File: src/ilc_pkg.sv
// Package: constants for the interlace count and transpose logic
package ilc_pkg;
  // ***********************
  // Register map
  // ***********************
  localparam logic [11:0] ADDR_CTRL = 12'h000;
  localparam logic [11:0] ADDR_STATUS = 12'h004;
  localparam logic [11:0] ADDR_COUNT_TALLY = 12'h008;
  localparam logic [11:0] ADDR_SWAP_TALLY = 12'h00c;
  // Control fields
  localparam int CTRL_SYNC_ENABLE_BIT = 0;
  localparam int CTRL_SOFT_CLEAR_BIT = 1;
  localparam logic [31:0] CTRL_RESET = 32'h0000_0001;
  // Status fields
  localparam int STAT_FLAG_BIT = 0;
  localparam int STAT_SELECT_BIT = 1;
  localparam int STAT_SET_BUSY_BIT = 2;
  // ***********************
  // Timing
  // ***********************
  localparam int CLK_PERIOD_NS = 50;
  // Width of the reshaped count and transpose pulses
  localparam int SHAPED_PULSE_NS = 500;
  localparam int SHAPED_PULSE_CYCLES =
    (SHAPED_PULSE_NS + CLK_PERIOD_NS - 1) / CLK_PERIOD_NS;
  // Set-pointer pulse lies between 0.5 and 1 us
  localparam int SET_PULSE_MIN_NS = 500;
  localparam int SET_PULSE_MAX_NS = 1000;
  localparam int SET_PULSE_MIN_CYCLES =
    (SET_PULSE_MIN_NS + CLK_PERIOD_NS - 1) / CLK_PERIOD_NS;
  localparam int SET_PULSE_MAX_CYCLES = SET_PULSE_MAX_NS / CLK_PERIOD_NS;
  localparam int SET_PULSE_CYCLES = SET_PULSE_MIN_CYCLES;
  localparam int PULSE_CNT_W = 6;
  localparam logic [PULSE_CNT_W-1:0] PULSE_CNT_RESET = 6'h00;
  localparam logic FLAG_RESET = 1'b0;
  localparam logic [31:0] TALLY_RESET = 32'h0000_0000;
  localparam logic [31:0] RDATA_RESET = 32'h0000_0000;
endpackage

File: src/ilc_core.sv
// Interlace count and transpose logic with APB register access
// What this block does
// - With interlace selected, make count and transpose pulses internally.
// - Reshape each fill or drain sync into a pulse of fixed width.
// - Master clear with interlace deselected replicates as pointer clear.
// - With interlace selected, pointer clear stays inactive always.
// - Master clear with interlace selected gives one 0.5-1 us set pulse.
// - Count pulse for each sync repeating the previous command.
// - Count when fill meets flag fill, or drain meets flag drain.
// - Fill sync sets the fill/drain flag; drain sync clears it.
// - Drain after fill produces no count pulse.
// - Interlace deselected keeps internal count generation idle.
// - External count pulse is merged onto the count output.
// - Transpose pulse for each sync changing the previous command.
// - Transpose gating uses the flag value held before this sync.
// - Transpose pulse timing comes from the triggering sync.
// - Drain with flag fill gives transpose and clears the flag.
//
// Design decisions made here: register access over APB and the address map.
`timescale 1ns/10ps
module ilc_core #(
  parameter int SHAPED_CYCLES = ilc_pkg::SHAPED_PULSE_CYCLES,
  parameter int SET_CYCLES = ilc_pkg::SET_PULSE_CYCLES
) (
  // APB clock and reset
  input wire logic pclk,
  input wire logic presetn,
  // APB slave
  input wire logic psel,
  input wire logic penable,
  input wire logic pwrite,
  input wire logic [11:0] paddr,
  input wire logic [31:0] pwdata,
  output logic [31:0] prdata,
  output logic pready,
  output logic pslverr,
  // Pins from the external system
  input wire logic interlace_select,
  input wire logic fill_sync,
  input wire logic drain_sync,
  input wire logic master_clear,
  input wire logic ext_count,
  // Pulses to the pointer, count network and swap register
  output logic count_pulse,
  output logic transpose_pulse,
  output logic clear_pointer,
  output logic set_pointer_clear_swap
);

  // Elaboration check on pulse lengths
  if (SHAPED_CYCLES < 1 || SHAPED_CYCLES >= (1 << ilc_pkg::PULSE_CNT_W) ||
      SET_CYCLES < ilc_pkg::SET_PULSE_MIN_CYCLES ||
      SET_CYCLES > ilc_pkg::SET_PULSE_MAX_CYCLES) begin : g_bad_len
    $error("ilc_core: pulse length parameters out of range");
  end

  localparam logic [ilc_pkg::PULSE_CNT_W-1:0] SHAPED_LEN =
    ilc_pkg::PULSE_CNT_W'(SHAPED_CYCLES);
  localparam logic [ilc_pkg::PULSE_CNT_W-1:0] SET_LEN =
    ilc_pkg::PULSE_CNT_W'(SET_CYCLES);
  localparam int NPIN = 5;

  // ***********************
  // Pin synchronisers
  // ***********************
  logic [NPIN-1:0] pin_raw;
  logic [NPIN-1:0] sync_a;
  logic [NPIN-1:0] sync_b;
  logic [NPIN-1:0] sync_c;
  logic [NPIN-1:0] pin_lvl;
  logic [NPIN-1:0] pin_lvl_d;

  assign pin_raw = {ext_count, master_clear, drain_sync, fill_sync,
                    interlace_select};

  // Three-stage capture of each pin
  always_ff @(posedge pclk or negedge presetn) begin
    if (!presetn) begin
      sync_a <= '0;
      sync_b <= '0;
      sync_c <= '0;
    end else begin
      sync_a <= pin_raw;
      sync_b <= sync_a;
      sync_c <= sync_b;
    end
  end

  // Level changes once the last two stages agree
  genvar gi;
  generate
    for (gi = 0; gi < NPIN; gi++) begin : g_pin
      always_ff @(posedge pclk or negedge presetn) begin
        if (!presetn) begin
          pin_lvl[gi] <= 1'b0;
          pin_lvl_d[gi] <= 1'b0;
        end else begin
          if (sync_b[gi] == sync_c[gi]) begin
            pin_lvl[gi] <= sync_c[gi];
          end
          pin_lvl_d[gi] <= pin_lvl[gi];
        end
      end
    end
  endgenerate

  logic sel;
  logic fill_ev;
  logic drain_ev;
  logic mc_lvl;
  logic mc_ev;
  logic ext_ev;
  logic sync_enable;
  logic soft_clear;

  assign sel = pin_lvl[0];
  // Rising edges reshape each sync regardless of its width
  assign fill_ev = pin_lvl[1] & ~pin_lvl_d[1] & sync_enable;
  assign drain_ev = pin_lvl[2] & ~pin_lvl_d[2] & sync_enable &
                    ~fill_ev;
  assign mc_lvl = pin_lvl[3];
  assign mc_ev = (pin_lvl[3] & ~pin_lvl_d[3]) | soft_clear;
  assign ext_ev = pin_lvl[4] & ~pin_lvl_d[4];

  // ***********************
  // Fill/drain flag and gating
  // ***********************
  logic flag;
  logic count_trig;
  logic swap_trig;

  // Fill sets, drain clears, at the sync itself
  always_ff @(posedge pclk or negedge presetn) begin
    if (!presetn) begin
      flag <= ilc_pkg::FLAG_RESET;
    end else if (fill_ev) begin
      flag <= 1'b1;
    end else if (drain_ev) begin
      flag <= 1'b0;
    end
  end

  // Same command as before gives a count
  assign count_trig = sel & ((fill_ev & flag) |
                             (drain_ev & ~flag));
  // Changed command gives a transpose, using the old flag
  assign swap_trig = sel & ((fill_ev & ~flag) |
                            (drain_ev & flag));

  // ***********************
  // Pulse shapers
  // ***********************
  logic [ilc_pkg::PULSE_CNT_W-1:0] count_cnt;
  logic [ilc_pkg::PULSE_CNT_W-1:0] swap_cnt;
  logic [ilc_pkg::PULSE_CNT_W-1:0] set_cnt;

  // Count pulse, internal or external source
  always_ff @(posedge pclk or negedge presetn) begin
    if (!presetn) begin
      count_cnt <= ilc_pkg::PULSE_CNT_RESET;
      count_pulse <= 1'b0;
    end else if (count_trig || ext_ev) begin
      count_cnt <= SHAPED_LEN - 1'b1;
      count_pulse <= 1'b1;
    end else if (count_cnt != '0) begin
      count_cnt <= count_cnt - 1'b1;
    end else begin
      count_pulse <= 1'b0;
    end
  end

  // Transpose pulse starts on the sync edge
  always_ff @(posedge pclk or negedge presetn) begin
    if (!presetn) begin
      swap_cnt <= ilc_pkg::PULSE_CNT_RESET;
      transpose_pulse <= 1'b0;
    end else if (swap_trig) begin
      swap_cnt <= SHAPED_LEN - 1'b1;
      transpose_pulse <= 1'b1;
    end else if (swap_cnt != '0) begin
      swap_cnt <= swap_cnt - 1'b1;
    end else begin
      transpose_pulse <= 1'b0;
    end
  end

  // Single set pulse on master clear in interlace mode
  always_ff @(posedge pclk or negedge presetn) begin
    if (!presetn) begin
      set_cnt <= ilc_pkg::PULSE_CNT_RESET;
      set_pointer_clear_swap <= 1'b0;
    end else if (mc_ev && sel && !set_pointer_clear_swap) begin
      set_cnt <= SET_LEN - 1'b1;
      set_pointer_clear_swap <= 1'b1;
    end else if (set_cnt != '0) begin
      set_cnt <= set_cnt - 1'b1;
    end else begin
      set_pointer_clear_swap <= 1'b0;
    end
  end

  // Pointer clear follows master clear while deselected
  always_ff @(posedge pclk or negedge presetn) begin
    if (!presetn) begin
      clear_pointer <= 1'b0;
    end else begin
      clear_pointer <= (mc_lvl | soft_clear) & ~sel;
    end
  end

  // ***********************
  // APB registers
  // ***********************
  logic [31:0] count_tally;
  logic [31:0] swap_tally;
  logic wr_ok;
  logic rd_ok;
  logic mapped;

  function automatic logic is_mapped(input logic [11:0] a);
    is_mapped = (a == ilc_pkg::ADDR_CTRL) ||
                (a == ilc_pkg::ADDR_STATUS) ||
                (a == ilc_pkg::ADDR_COUNT_TALLY) ||
                (a == ilc_pkg::ADDR_SWAP_TALLY);
  endfunction

  // Status word assembled from its field positions
  function automatic logic [31:0] status_word(input logic fl,
                                              input logic sl,
                                              input logic busy);
    status_word = 32'h0000_0000;
    status_word[ilc_pkg::STAT_FLAG_BIT] = fl;
    status_word[ilc_pkg::STAT_SELECT_BIT] = sl;
    status_word[ilc_pkg::STAT_SET_BUSY_BIT] = busy;
  endfunction

  // Control word as read back; soft clear always reads 0
  function automatic logic [31:0] ctrl_word(input logic en);
    ctrl_word = 32'h0000_0000;
    ctrl_word[ilc_pkg::CTRL_SYNC_ENABLE_BIT] = en;
  endfunction

  assign mapped = is_mapped(paddr);
  assign wr_ok = psel & penable & pwrite & mapped;
  assign rd_ok = psel & penable & ~pwrite & mapped;
  assign pready = 1'b1;
  assign pslverr = psel & penable & ~mapped;

  // Control register, soft clear is a self-clearing strobe
  always_ff @(posedge pclk or negedge presetn) begin
    if (!presetn) begin
      sync_enable <= ilc_pkg::CTRL_RESET[ilc_pkg::CTRL_SYNC_ENABLE_BIT];
      soft_clear <= 1'b0;
    end else if (wr_ok && paddr == ilc_pkg::ADDR_CTRL) begin
      sync_enable <= pwdata[ilc_pkg::CTRL_SYNC_ENABLE_BIT];
      soft_clear <= pwdata[ilc_pkg::CTRL_SOFT_CLEAR_BIT];
    end else begin
      soft_clear <= 1'b0;
    end
  end

  // Tallies of issued pulses, cleared by writing their address
  always_ff @(posedge pclk or negedge presetn) begin
    if (!presetn) begin
      count_tally <= ilc_pkg::TALLY_RESET;
    end else if (count_trig || ext_ev) begin
      count_tally <= count_tally + 32'h0000_0001;
    end else if (wr_ok && paddr == ilc_pkg::ADDR_COUNT_TALLY) begin
      count_tally <= 32'h0000_0000;
    end
  end

  always_ff @(posedge pclk or negedge presetn) begin
    if (!presetn) begin
      swap_tally <= ilc_pkg::TALLY_RESET;
    end else if (swap_trig) begin
      swap_tally <= swap_tally + 32'h0000_0001;
    end else if (wr_ok && paddr == ilc_pkg::ADDR_SWAP_TALLY) begin
      swap_tally <= 32'h0000_0000;
    end
  end

  // Read data registered in the setup cycle
  always_ff @(posedge pclk or negedge presetn) begin
    if (!presetn) begin
      prdata <= ilc_pkg::RDATA_RESET;
    end else if (psel && !penable && !pwrite) begin
      unique case (paddr)
        ilc_pkg::ADDR_CTRL: begin
          prdata <= ctrl_word(sync_enable);
        end
        ilc_pkg::ADDR_STATUS: begin
          prdata <= status_word(flag, sel, set_pointer_clear_swap);
        end
        ilc_pkg::ADDR_COUNT_TALLY: begin
          prdata <= count_tally;
        end
        ilc_pkg::ADDR_SWAP_TALLY: begin
          prdata <= swap_tally;
        end
        default: begin
          prdata <= 32'h0000_0000;
        end
      endcase
    end
  end

endmodule

File: config.mk
export PLATFORM = sky130hd
export DESIGN_NAME = ilc_core
export DESIGN_NICKNAME = d
export VERILOG_FILES = /design/src/ilc_pkg.sv /design/src/ilc_core.sv
export SDC_FILE = /design/constraint.sdc
export NUM_CORES = 1
export LEC_CHECK = 0
export CAP_MARGIN = 10
export CORE_ASPECT_RATIO = 0.9
export CORE_MARGIN = 1.5
export CORE_UTILIZATION = 50
export CTS_CLUSTER_DIAMETER = 200
export DETAILED_ROUTE_END_ITERATION = 7
export DONT_BUFFER_PORTS = 1
export GPL_TIMING_DRIVEN = 0
export PLACE_DENSITY = 0.74
export SYNTH_ARGS = -nofsm -noshare
export SYNTH_HDL_FRONTEND = slang
export SYNTH_SLANG_ARGS = --single-unit
File: constraint.sdc
create_clock -name pclk -period 2.55 [get_ports pclk]
set_clock_uncertainty 0.2 [all_clocks]
set_input_delay 0 -clock pclk [delete_from_list [all_inputs] [get_ports pclk]]
set_output_delay 0 -clock pclk [all_outputs]
set_load 0.01 [all_outputs]
Word level (Yosys, flattened, before mapping)
Cells that the tools add are included.

Add/sub/neg operators: 5. Equal/unequal tests: 11. Multiplexer cells: 20. Bitwise logic cells: 30. Reduce and logical (&&, ||, !) cells: 24.

Operator list (number): $mux 32 (4); $pmux 32 s4 (1); $add 32x1->32 const B (2); $mux 6 (6); $eq 12x4->1 const B (2); $and 1x1->1 (18); $reduce_bool 6->1 (3); $sub 6x1->6 const B (3); $eq 12x3->1 const B (1); $logic_not 12->1 (1); $reduce_bool 2->1 (6); $mux 1 (9); $not 1->1 (8); $logic_and 1x1->1 (7); $eq 1x1->1 (5); $logic_or 1x1->1 (4); $ne 2x2->1 const B (2); $or 1x1->1 (4); $logic_not 1->1 (3); $ne 2x1->1 const B (1).

Flip-flop bits (word level): 145. Logic and storage cells: 115.

Longest topological paths before layout
Depth in word-level cells: 10. Mapped depth: 9.

Worst setup path after synthesis
No wires, ideal clock.

Path kind: register to register. From: register sync_enable. To: register swap_tally[5]. Setup time: 0.125 ns. Data arrival time: 1.866 ns. Setup slack: 0.359 ns. Stages on the path, launching flop included: 7. Buffers on the path: 1. Period minus slack after synthesis: 2.191 ns. Cells stage by stage: dfstp_2 -> nand4b_2 -> nor3b_4 -> or2_1 -> buf_6 -> mux2_4 -> mux2_4.

Word-level cells in the longest chain between the ends: 7. Elaborated cells between the ends (all ways): 10.

RTL lines: start, declared (line ilc_core.sv:113) `logic sync_enable;`; start signal, assigned (line ilc_core.sv:252) `sync_enable <= ilc_pkg::CTRL_RESET[ilc_pkg::CTRL_SYNC_ENABLE_BIT];`; start signal, assigned (line ilc_core.sv:255) `sync_enable <= pwdata[ilc_pkg::CTRL_SYNC_ENABLE_BIT];`; $and 1x1->1 (line ilc_core.sv:118) `assign fill_ev = pin_lvl[1] & ~pin_lvl_d[1] & sync_enable;`; $not 1->1 (line ilc_core.sv:120) `~fill_ev;`; $and 1x1->1 (line ilc_core.sv:119) `assign drain_ev = pin_lvl[2] & ~pin_lvl_d[2] & sync_enable &`; $and 1x1->1 (line ilc_core.sv:148) `(drain_ev & flag));`; $or 1x1->1 (*) (line ilc_core.sv:147) `assign swap_trig = sel & ((fill_ev & ~flag) |`; $and 1x1->1 (*) (line ilc_core.sv:147); $mux 32 / $reduce_bool 2->1 (equally long branches); end signal, assigned (line ilc_core.sv:275) `swap_tally <= ilc_pkg::TALLY_RESET;`; end signal, assigned (line ilc_core.sv:277) `swap_tally <= swap_tally + 32'h0000_0001;`; end, declared (line ilc_core.sv:215) `logic [31:0] swap_tally;`.

Mark *: on every way between the ends. The rest lies on a longest branch, timed or not. A chain may end at the register's enable or synchronous reset.

Worst setup path after layout
From: register sync_enable. To: register swap_tally[6].

The elaborated chain is that of the path after synthesis.

==> results_dict.tcl <==
set metrics [dict create \
    outcome "finished with violations" \
    violations "negative hold slack" \
    cts_root_buf "clkbuf_16" \
    cp_num_cells 7 \
    area_growth_pct 18.6 \
    die_w_um 128 \
    gp_congestion 0.904 \
    postCtsHoldBufs 37 \
    synth_edf_count 0 \
    ys_ff_latch 145 \
    grt_usage_pct 26.1 \
    synth.net_count 742 \
    ir_drop_uv 552 \
    maxSlewViolCount 0 \
    ys_types 68 \
    ys_seq_area_share_pct 51.3 \
    ios 92 \
    worstReg2RegEnd "swap_tally[6]" \
    max_slew_margin_pct 45.7 \
    critPathArrivalTime_ns 2.59 \
    reg2reg_depth 7 \
    grt_pass1_wl_um 29500 \
    clk_latency_ns 0.44 \
    drv_cap 0 \
    final.min_clock_period_ns 2.47 \
    first_global_vias 5608 \
    drt_iter0_markers 647 \
    critPathKind "reg -> reg" \
    core_sq_um 13900 \
    p_per_area_nw_per_um2 746 \
    worst-path-buf-inv 2 \
    cp.required_ns 2.67 \
    critPathTopFamily "flip-flops" \
    slowest_stage "dfstp_2" \
    path_cells "nand4b_4, nor3b_4, buf_4, or2_1, buf_6, mux2_4, mux2_4" \
    async_reset_ff_share_pct 100 \
    whs_ns -0.945 \
    ys.flop_type "dfrtp_1" \
    syn-instance-count 680 \
    dr.pass1.iters 6 \
    crit_path_start_kind "register" \
    numCtsBuffers 17 \
    fin_nets 801 \
    max_freq_mhz 405 \
    post-route-period-util_pct 96.9 \
    clk_pin_slew_worst_paths_ns 0.06 \
    dp.final_hpwl_um 12100 \
    drive_above_1_share_pct 13.8 \
    max_stage_delay_ns 0.64 \
    hold_violations 145 \
    p_leak_nw 3.75 \
    clkSinkCount 145 \
    drcViolationCount 0 \
    port_buffers 0 \
    die_h_um 116 \
    wirelength_um 18400 \
    synth_top_area_share_pct 50.9 \
    post_drt_via_cell_ratio 6.11 \
    avgSynthCellArea_sq_um 10.4 \
    worst_pin_slew_ns 0.814 \
    start_util_pct 50.9 \
    ys_top_cells_by_count "144 x dfrtp_1, 84 x nand2_1, 56 x nor2_1" \
    cts_tree "built" \
    worstSetupEndpointType "register" \
    r2r_slack_ns 0.08 \
    postRouteAntennaNets 0 \
    vias 5780 \
    reg2reg_from "sync_enable" \
    netlist_area_sq_um 7080 \
    antenna_found_initial 1 \
    yosys-top-cells-area "dfrtp_1 51%, mux2i_1 6.2%, nand2_1 4.5%" \
    synthMostInstantiatedCell "dfrtp_1" \
    wl_per_cell_um 19.4 \
    setup_viol 0 \
    grt_max_degree 146 \
    placementRows 41 \
    hold_class "in -> async" \
    synth_area_leader_cell "dfrtp_1" \
    cp_max_fo 8 \
    htreeDepth 4 \
    crit_top_cell "mux2_4" \
    grt_overflow_total 0 \
    clk_path_buf_depth 2 \
    yosys_warnings 0 \
    stdcell_area_sq_um 8390 \
    placed_area_sq_um 7320 \
    die_area_sq_um 14900 \
]
[worst reg2reg max path: stages (launching register included)]
cell and delay, ns:
dfstp_2 0.64, nand4b_4 0.17, nor3b_4 0.36, buf_4 0.19, or2_1 0.11, buf_6 0.14
mux2_4 0.30, mux2_4 0.25
[how the worst max path moves through the flow]
| stage | startpoint | endpoint | slack, ns |
|---|---|---|---|
| 2_1_floorplan | sync_enable | swap_tally[5] | 0.36 |
| 3_3_place_gp | swap_tally[0] | swap_tally[28] | -0.09 |
| 3_5_place_dp | swap_tally[0] | swap_tally[28] | -0.17 |
| 4_1_cts | sync_enable | swap_tally[31] | 0.03 |
| 5_1_grt | pin_lvl[1] | count_tally[26] | -0.004 |
| 6_report | sync_enable | swap_tally[6] | 0.08 |
[cell families (layout without fill, tap and decap cells)]
family | count (synthesis) | in the layout | share of synthesized area [%]
XOR/XNOR | 11 | 11 | 1.36
multiplexers | 56 | 56 | 8.50
flip-flops | 145 | 145 | 51.3
buffers and inverters | 49 | 121 | 3.69
adder cells (fa/ha/maj) | 13 | 13 | 2.12
other | 1 | 2 | 0.0530
AO/OA/AOI/OAI | 132 | 132 | 13.4
AND/OR/NAND/NOR | 273 | 273 | 19.6
[final cells by class]
| cell class | count | area [sq um] |
|---|---|---|
| well taps | 193 | 241 |
| fillers | 1093 | 5510 |
| plain buffers | 34 | 208 |
| repair buffers | 40 | 393 |
| flip-flops and latches | 145 | 3630 |
| clock buffers | 19 | 453 |
| inverters | 15 | 56.3 |
| multi-input cells | 486 | 3260 |
| clock inverters | 13 | 153 |
| diodes | 1 | 2.50 |
[placed cells by master, fill, tap and decap left out, drive strengths merged, types with 17 or more instances in the layout]
master,count
nor3,19
buf,27
a21oi,17
and3,22
o31ai,20
o21ai,29
dlygate4sd3,37
nand2,85
o211ai,20
inv,19
dfrtp,144
mux2i,44
clkbuf,29
nand3,34
nor2,56
[sequential cells by signal (all words and copies together), names as in the netlist, 6 cells and up]
name         cells
prdata          32
set_cnt          6
swap_tally      32
count_tally     32
count_cnt        6
swap_cnt         6
[report_power, final]
part           internal, mW  switching [mW]  total, mW  leakage [nW]
Combinational         0.413           0.454      0.867          1.78
Clock                  1.51            1.03       2.54         0.287
Sequential             2.57           0.291       2.86          1.68
[metrics by stage]
step	setup slack, ns	std cells	total power, mW	TNS, ns	utilization (%)
floorplan	0.359	680	3.46	0	-
global placement	-0.0867	873	3.61	-0.0867	52.6
detailed placement	-0.168	873	3.69	-0.227	52.6
CTS	0.0272	942	6.27	0	59.7
global route	-0.00433	946	6.54	-0.00433	60.4
finish	0.0796	946	6.26	0	60.4
[what timing repair did]
item / in CTS / in global routing
pin swaps: 0 / 2
endpoints found under the setup margin: 2 / 22
resized for setup: 1 / 11
buffers inserted: 0 / 3
cloned: 0 / 0
hold endpoints to repair: 169 / 145
[routing by layer]
| layer | part of all wire [%] | GRT usage (%) | vias up |
|---|---|---|---|
| li1 | - | - | 2610 |
| met1 | 43 | 35.1 | 2889 |
| met2 | 47 | 41.0 | 245 |
| met3 | 7.9 | 6.51 | 36 |
| met4 | 2.0 | 10.3 | 0 |
| met5 | 0 | 0 | - |
Note: power is estimated with default switching activity, not from simulation.
